## src/ext_irq4_regs.vh

```
// register offsets, field positions, reset values and timing counts for external interrupt 4
`ifndef EXT_IRQ4_REGS_VH
`define EXT_IRQ4_REGS_VH

// control register index and derived byte address (printed offset not a multiple of four)
`define CTRL_INDEX 12'hFDB
`define CTRL_ADDR 14'h3F6C
// interrupt status and mask registers, indices following the control register
`define STAT_INDEX 12'hFDC
`define STAT_ADDR 14'h3F70
`define MASK_INDEX 12'hFDD
`define MASK_ADDR 14'h3F74

// control register fields
`define LVL_BIT 4
`define TRIG_HI 3
`define TRIG_LO 2
`define SMP_HI 1
`define SMP_LO 0
`define CTRL_RESET 8'h00
`define TRIG_RESET 2'h0
`define SMP_RESET 2'h0
`define LVL_RESET 1'b0

// trigger condition codes
`define TRIG_RISE 2'h0
`define TRIG_FALL 2'h1
`define TRIG_BOTH 2'h2
`define TRIG_HIGH 2'h3

// status bit positions
`define STAT_REQ_BIT 0
`define STAT_RESET 8'h00
`define MASK_RESET 8'h00

// noise filter: consecutive equal samples needed to pass a level
`define FILT_SAMPLES 3'h3
// low-frequency sample enable runs at low_freq_clock / 4
`define SLOW_DIV 2'h3

`endif

```

## src/ext_irq4_edge_detect_ctrl.v

```verilog
// external interrupt 4 noise filter, trigger detect and control register on AHB-Lite
`timescale 1ns/100ps
`include "ext_irq4_regs.vh"
//
// Summary of operation
// - 8-bit control register at 0x0FDB; bits 7-5, 4 read-only; reset zero.
// - bit 4 holds the filtered level captured when a request was raised.
// - trigger code 00 raises a request on each rising filtered edge.
// - trigger code 01 raises a request on each falling filtered edge.
// - trigger code comes from bits 3-2, writable any time.
// - trigger code 10 raises a request on both filtered edges.
// - trigger code 11 raises requests while the filtered signal is high.
// - bits 1-0 set filter sample rate: gear/1,4,8,16 fast; low clock/4 slow.
//
module ext_irq4_edge_detect_ctrl (
  input wire mclk,
  input wire rst,
  input wire hsel,
  input wire [13:0] haddr,
  input wire [1:0] htrans,
  input wire hwrite,
  input wire [2:0] hsize,
  input wire [31:0] hwdata,
  input wire hready,
  output reg [31:0] hrdata,
  output reg hreadyout,
  output reg hresp,
  input wire extPin,
  input wire gearClkEn,
  input wire lowFreqClkEn,
  input wire slowMode,
  output reg irqReq,
  output reg intOut
);

  // ------------------------------------------------------------------
  // registers
  // ------------------------------------------------------------------
  reg [1:0] trigSel_r;
  reg [1:0] smpSel_r;
  reg levelFlag_r;
  reg [7:0] stat_r;
  reg [7:0] mask_r;
  reg wrPend_r;
  reg rdPend_r;
  reg [13:0] addrHold_r;
  reg [3:0] gearCnt_r;
  reg [1:0] slowCnt_r;
  reg [2:0] runCnt_r;
  reg smpLast_r;
  reg filt_r;
  reg filtDly_r;

  wire addrPhase;
  wire [7:0] ctrlView;
  wire smpTick;
  wire gearTick;
  wire slowTick;
  wire reqEvent;
  wire statRdClr;

  assign addrPhase = hsel & hready & htrans[1];
  assign ctrlView = {3'h0, levelFlag_r, trigSel_r, smpSel_r};

  // ------------------------------------------------------------------
  // functions
  // ------------------------------------------------------------------
  function [31:0] readMux;
    input [13:0] a;
    input [7:0] ctrlV;
    input [7:0] statV;
    input [7:0] maskV;
    begin
      case (a)
        `CTRL_ADDR: readMux = {24'h000000, ctrlV};
        `STAT_ADDR: readMux = {24'h000000, statV};
        `MASK_ADDR: readMux = {24'h000000, maskV};
        default: readMux = 32'h00000000;
      endcase
    end
  endfunction

  // gear clock divide mask: code 0 -> /1, 1 -> /4, 2 -> /8, 3 -> /16
  function gearHit;
    input [1:0] code;
    input [3:0] cnt;
    begin
      case (code)
        2'h0: gearHit = 1'b1;
        2'h1: gearHit = (cnt[1:0] == 2'h3);
        2'h2: gearHit = (cnt[2:0] == 3'h7);
        default: gearHit = (cnt == 4'hF);
      endcase
    end
  endfunction

  // true when a live or held byte address selects the given register word
  function regHit;
    input [13:0] a;
    input [13:0] regA;
    begin
      regHit = (a == regA);
    end
  endfunction

  // ------------------------------------------------------------------
  // AHB-Lite slave: zero wait states, always OKAY
  // ------------------------------------------------------------------
  reg wrPend_nxt;
  reg rdPend_nxt;
  reg [13:0] addrHold_nxt;
  always @* begin
    wrPend_nxt = addrPhase & hwrite;
    rdPend_nxt = addrPhase & ~hwrite;
    addrHold_nxt = addrHold_r;
    if (addrPhase) begin
      addrHold_nxt = haddr;
    end
  end

  always @(posedge mclk) begin
    if (rst) begin
      wrPend_r <= 1'b0;
      rdPend_r <= 1'b0;
      addrHold_r <= 14'h0000;
      hreadyout <= 1'b1;
      hresp <= 1'b0;
    end else begin
      wrPend_r <= wrPend_nxt;
      rdPend_r <= rdPend_nxt;
      addrHold_r <= addrHold_nxt;
      hreadyout <= 1'b1;
      hresp <= 1'b0;
    end
  end

  // read data registered in the address phase so it stands in the data phase
  always @(posedge mclk) begin
    if (rst) begin
      hrdata <= 32'h00000000;
    end else if (addrPhase & ~hwrite) begin
      hrdata <= readMux(haddr, ctrlView, stat_r, mask_r);
    end
  end

  assign statRdClr = addrPhase & ~hwrite & regHit(haddr, `STAT_ADDR);

  // ------------------------------------------------------------------
  // control and mask registers
  // ------------------------------------------------------------------
  reg [1:0] trigSel_nxt;
  reg [1:0] smpSel_nxt;
  reg [7:0] mask_nxt;
  always @* begin
    trigSel_nxt = trigSel_r;
    smpSel_nxt = smpSel_r;
    mask_nxt = mask_r;
    if (wrPend_r && regHit(addrHold_r, `CTRL_ADDR)) begin
      trigSel_nxt = hwdata[`TRIG_HI:`TRIG_LO];
      smpSel_nxt = hwdata[`SMP_HI:`SMP_LO];
    end
    if (wrPend_r && regHit(addrHold_r, `MASK_ADDR)) begin
      mask_nxt = hwdata[7:0];
    end
  end

  always @(posedge mclk) begin
    if (rst) begin
      trigSel_r <= `TRIG_RESET;
      smpSel_r <= `SMP_RESET;
      mask_r <= `MASK_RESET;
    end else begin
      trigSel_r <= trigSel_nxt;
      smpSel_r <= smpSel_nxt;
      mask_r <= mask_nxt;
    end
  end

  // ------------------------------------------------------------------
  // noise canceller sampling enable
  // ------------------------------------------------------------------
  reg [3:0] gearCnt_nxt;
  reg [1:0] slowCnt_nxt;
  always @* begin
    gearCnt_nxt = gearCnt_r;
    slowCnt_nxt = slowCnt_r;
    if (gearClkEn) begin
      gearCnt_nxt = gearCnt_r + 4'h1;
    end
    if (lowFreqClkEn) begin
      slowCnt_nxt = slowCnt_r + 2'h1;
    end
  end

  always @(posedge mclk) begin
    if (rst) begin
      gearCnt_r <= 4'h0;
      slowCnt_r <= 2'h0;
    end else begin
      gearCnt_r <= gearCnt_nxt;
      slowCnt_r <= slowCnt_nxt;
    end
  end

  assign gearTick = gearClkEn & gearHit(smpSel_r, gearCnt_r);
  assign slowTick = lowFreqClkEn & (slowCnt_r == `SLOW_DIV);
  assign smpTick = slowMode ? slowTick : gearTick;

  // ------------------------------------------------------------------
  // noise canceller: level passes after several equal samples
  // ------------------------------------------------------------------
  reg smpLast_nxt;
  reg [2:0] runCnt_nxt;
  reg filt_nxt;
  always @* begin
    smpLast_nxt = smpLast_r;
    runCnt_nxt = runCnt_r;
    filt_nxt = filt_r;
    if (smpTick) begin
      smpLast_nxt = extPin;
      if (extPin != smpLast_r) begin
        runCnt_nxt = 3'h1;
      end else if (runCnt_r < `FILT_SAMPLES) begin
        runCnt_nxt = runCnt_r + 3'h1;
      end
      // pass only once the run of equal samples reaches the threshold
      if ((extPin == smpLast_r) && (runCnt_r + 3'h1 >= `FILT_SAMPLES)) begin
        filt_nxt = extPin;
      end
    end
  end

  // filter starts low, like the idle pin, so no false edge follows reset
  always @(posedge mclk) begin
    if (rst) begin
      smpLast_r <= 1'b0;
      runCnt_r <= 3'h0;
      filt_r <= 1'b0;
      filtDly_r <= 1'b0;
    end else begin
      smpLast_r <= smpLast_nxt;
      runCnt_r <= runCnt_nxt;
      filt_r <= filt_nxt;
      filtDly_r <= filt_r;
    end
  end

  // ------------------------------------------------------------------
  // trigger detection
  // ------------------------------------------------------------------
  reg trigHit;
  always @* begin
    case (trigSel_r)
      `TRIG_RISE: trigHit = filt_r & ~filtDly_r;
      `TRIG_FALL: trigHit = ~filt_r & filtDly_r;
      `TRIG_BOTH: trigHit = filt_r ^ filtDly_r;
      `TRIG_HIGH: trigHit = filt_r;
      default: trigHit = 1'b0;
    endcase
  end
  assign reqEvent = trigHit;

  // ------------------------------------------------------------------
  // request output, level flag, sticky status and interrupt line
  // ------------------------------------------------------------------
  reg levelFlag_nxt;
  reg [7:0] stat_nxt;
  reg intOut_nxt;
  always @* begin
    levelFlag_nxt = levelFlag_r;
    stat_nxt = stat_r;
    if (reqEvent) begin
      levelFlag_nxt = filt_r;
    end
    // set wins over the read clear
    if (reqEvent) begin
      stat_nxt = stat_r | (8'h01 << `STAT_REQ_BIT);
    end else if (statRdClr) begin
      stat_nxt = `STAT_RESET;
    end
    // line follows the status it will hold, so it never lags the sticky bit
    intOut_nxt = |(stat_nxt & mask_r);
  end

  always @(posedge mclk) begin
    if (rst) begin
      irqReq <= 1'b0;
      levelFlag_r <= `LVL_RESET;
      stat_r <= `STAT_RESET;
      intOut <= 1'b0;
    end else begin
      irqReq <= reqEvent;
      levelFlag_r <= levelFlag_nxt;
      stat_r <= stat_nxt;
      intOut <= intOut_nxt;
    end
  end

endmodule // ext_irq4_edge_detect_ctrl

```

## config.mk

```make
export PLATFORM = sky130hd
export DESIGN_NAME = ext_irq4_edge_detect_ctrl
export DESIGN_NICKNAME = d
export VERILOG_FILES = /design/src/ext_irq4_edge_detect_ctrl.v
export VERILOG_INCLUDE_DIRS = /design/src
export SDC_FILE = /design/constraint.sdc
export NUM_CORES = 1
export LEC_CHECK = 0
export BUFFER_PORTS_ARGS = -buffer_cell sky130_fd_sc_hd__buf_2
export CAP_MARGIN = 20
export CORE_MARGIN = 2
export CORE_UTILIZATION = 45
export CTS_CLUSTER_SIZE = 10
export DETAILED_ROUTE_END_ITERATION = 10
export GPL_ROUTABILITY_DRIVEN = 0
export MAX_ROUTING_LAYER = met4
export PLACE_DENSITY = 0.79
export SKIP_LAST_GASP = 1
export SLEW_MARGIN = 20
export SYNTH_ARGS = -nofsm -noshare
export SYNTH_HDL_FRONTEND = slang
export SYNTH_SLANG_ARGS = --single-unit
```

## constraint.sdc

```tcl
create_clock -name mclk -period 2.2 [get_ports mclk]
set_input_delay 0.44 -clock mclk [delete_from_list [all_inputs] [get_ports mclk]]
set_output_delay 0.44 -clock mclk [all_outputs]
set_load 0.05 [all_outputs]
```

==> summary.md <==
| Metric | Value |
|---|---|
| HPWL Detailed | 3640 um |
| # diodes | 0 |
| Syn Inst Count | 283 |
| Worst path depth | 7 |
| RSZ-0062 raised after global routing | no |
| Final Max Slew Viols | 0 |
| IO buf count | 41 |
| Status | complete, no violations |
| Setup TNS | 0 ns |
| Hold Path Stages | 3 |
| Core ar. | 5820 sq um |
| Final hold vios | 0 |
| CTS tree | yes |
| Initial antenna violation count | 0 |
| Worst Tran Pin Value | 0.575 ns |
| Vias in the first global route | 1,767 |
| CP required | 2.46 ns |
| # IOs | 96 |
| Die Y-Extent | 80.9 um |
| Top cells by instance count after synthesis | 58 x dfxtp_1, 32 x nand2_1, 28 x nor2_1 |
| Die Area | 6540 sq um |
| Share of cells above drive strength 1 | 22.4% |
| Crit-path most repeated cell | ha_1 |
| Synth unique cells | 48 |
| GRT Overall Usage | 16.5% |
| Clk pin slew, worst setup/hold paths | 0.06 ns |
| Global-route wire length before repair | 8000 um |
| Synth Cell Area | 2660 sq um |
| Vias | 2,004 |
| Maxcap violations | 0 |
| Count leader, synth | dfxtp_1 |
| Peak supply drop | 0.389 mV |
| Top FF cell, synth | dfxtp_1 |
| Nets | 393 |
| Site Rows | 28 |
| H-tree lvl count | 3 |
| Slowest-stage cell, CP | o31ai_4 |
| Drt first pass iters | 4 |
| Startpoint types | flip-flop |
| Clk_lat worst skew | 0.33 ns |
| Crit path DAT | 2.13 ns |
| Largest net degree at the start of global routing | 21 |
| Initial Util | 45.7% |
| Clk root buf | clkbuf_8 |
| Area leader, netlist | dfxtp_1 |
| Initial drt markers | 55 |
| Final setup margin | 0.324 ns |
| Crit path largest cell delay | 0.42 ns |
| Number of flops mapped to enable cells by yosys | 0 |
| Clk buf depth | 2 |
| Top Family by Delay on Critical Path | compound AO/OA/AOI/OAI gates |
| CTS sink count | 58 |
| PD cells | 747 nW/um^2 |
| Worst hold path type | in2reg |
| Critical Path Fanout Max | 7 |
| Reg2reg path depth | 7 |
| Post-CTS sizing | 0 |
| WP buf/inv | 0 |
| Kind of critical path | reg2reg |
| Leak | 1.35 nW |
| Worst-path cell chain | ha_1 -> ha_1 -> nand2b_4 -> and3_4 -> o31ai_4 -> a31oi_1 -> a211oi_2 |
| Max-slew headroom | 61.6% |
| Post-Syn Area per Cell | 9.40 sq um |
| Register-to-register path setup slack | 0.32 ns |
| Area contributors post-synth | dfxtp_1 44%, mux2i_1 9.0%, buf_4 7.6%, nand2_1 4.5%, nor2_1 4.0% |
| Post-DR wirelength/cell | 12.4 um |
| Setup violations, final | 0 |
| Crit. End Element | flip-flop |
| Grt total ovfl | 0 |
| Period minus WS final | 1.88 ns |
| Share of the synthesized area in the top cell type | 43.7% |
| Period Utilization, post-route | 85.3% |
| Post-CTS Setup Inserts | 0 |
| CTS Buf Count | 9 |
| Hold buffers post-CTS | 0 |
| DR vias/cell | 4.95 |
| Number of synthesized register bits | 58 |
| Die Span X | 80.9 um |
| Pre-CTS setup slack | 0.325 ns |
| Syn-to-layout area delta | 13.6% |
| YS warnings | 0 |
| Worst-case clock skew | 0.00803 ns |
| Final ANT Viol Nets | 0 |
| # DRC | 0 |
| Total Wirelength | 5010 um |
| Fmax | 0.533 GHz |
| Final hold slack | 0.340 ns |
| Fraction of registers with async set/reset | 0% |
| Seq/Total Area, Yosys | 43.7% |
==> stage by stage <==
step           cell area [sq um]  utilization [%]  total power, mW  std cells
2_1_floorplan               2750                -             1.32        307
6_report                    3020             52.0             2.26        405
3_5_place_dp                2840             48.8             1.34        390
5_1_grt                     3020             52.0             2.35        405
4_1_cts                     3020             52.0             2.29        405
3_3_place_gp                2840             48.8             1.34        390
==> worst min-delay path: stages <==
cell	delay (ns)
buf_2	0.07
mux2i_1	0.05
nor2_1	0.07
==> metal layers <==
metal / global-route usage, % / vias up / wire, um / share of wire, %
met1: 19.2 / 941 / 2240 / 45
met4: 8.64 / 0 / 89 / 1.8
met2: 26.7 / 47 / 2450 / 49
met3: 3.67 / 6 / 233 / 4.7
li1: - / 1010 / - / -
met5: - / - / 0 / 0
==> cell type report <==
class,count,area (sq um)
fill,569,2790
multi-input combinational,206,1320
sequential,58,1160
tap,75,93.8
timing repair buffer,45,235
clock buffer,12,145
clock inverter,3,40.0
inverter,6,22.5
==> layout by cell type (no fill, tap or decap), drive strengths merged, types with 6 or more instances in the layout <==
cell	synthesis	routed
a21oi	16	16
a22oi	10	10
and2	8	8
buf	31	45
clkbuf	6	12
conb	2	26
dfxtp	58	58
ha	7	7
inv	6	6
mux2i	24	24
nand2	32	32
nor2	28	28
o21ai	9	9
==> cell families after synthesis <==
logic type	count (synthesis)	synth area share, %
and+or+nand+nor	98	19.3
DFF	58	43.6
buffers and inverters	43	9.97
other	2	0.282
adders and majority gates	7	3.29
muxes	28	11.1
xor gates and xnor gates	5	1.65
AOI/OAI and AO/OA	42	10.7
==> final timing paths <==
| kind | from | to |
|---|---|---|
| min | hwdata[5] | mask_r[5] |
| min reg2reg | addrHold_r[8] | addrHold_r[8] |
| max | gearCnt_r[0] | runCnt_r[2] |
| max reg2reg | gearCnt_r[0] | runCnt_r[2] |
==> report_power, final <==
part           switching (mW)  internal [mW]
sequential             0.0143           1.07
clock                   0.396          0.545
combinational           0.173         0.0601
total                   0.583           1.68
==> sequential cells by signal (all words and copies together) (netlist names) <==
name	count
stat_r	8
slowCnt_r	2
levelFlag_r	1
irqReq	1
filt_r	1
gearCnt_r	4
wrPend_r	1
smpLast_r	1
mask_r	8
filtDly_r	1
runCnt_r	3
hrdata	8
addrHold_r	14
smpSel_r	2
trigSel_r	2
intOut	1
(Power assumes the default switching activity.)
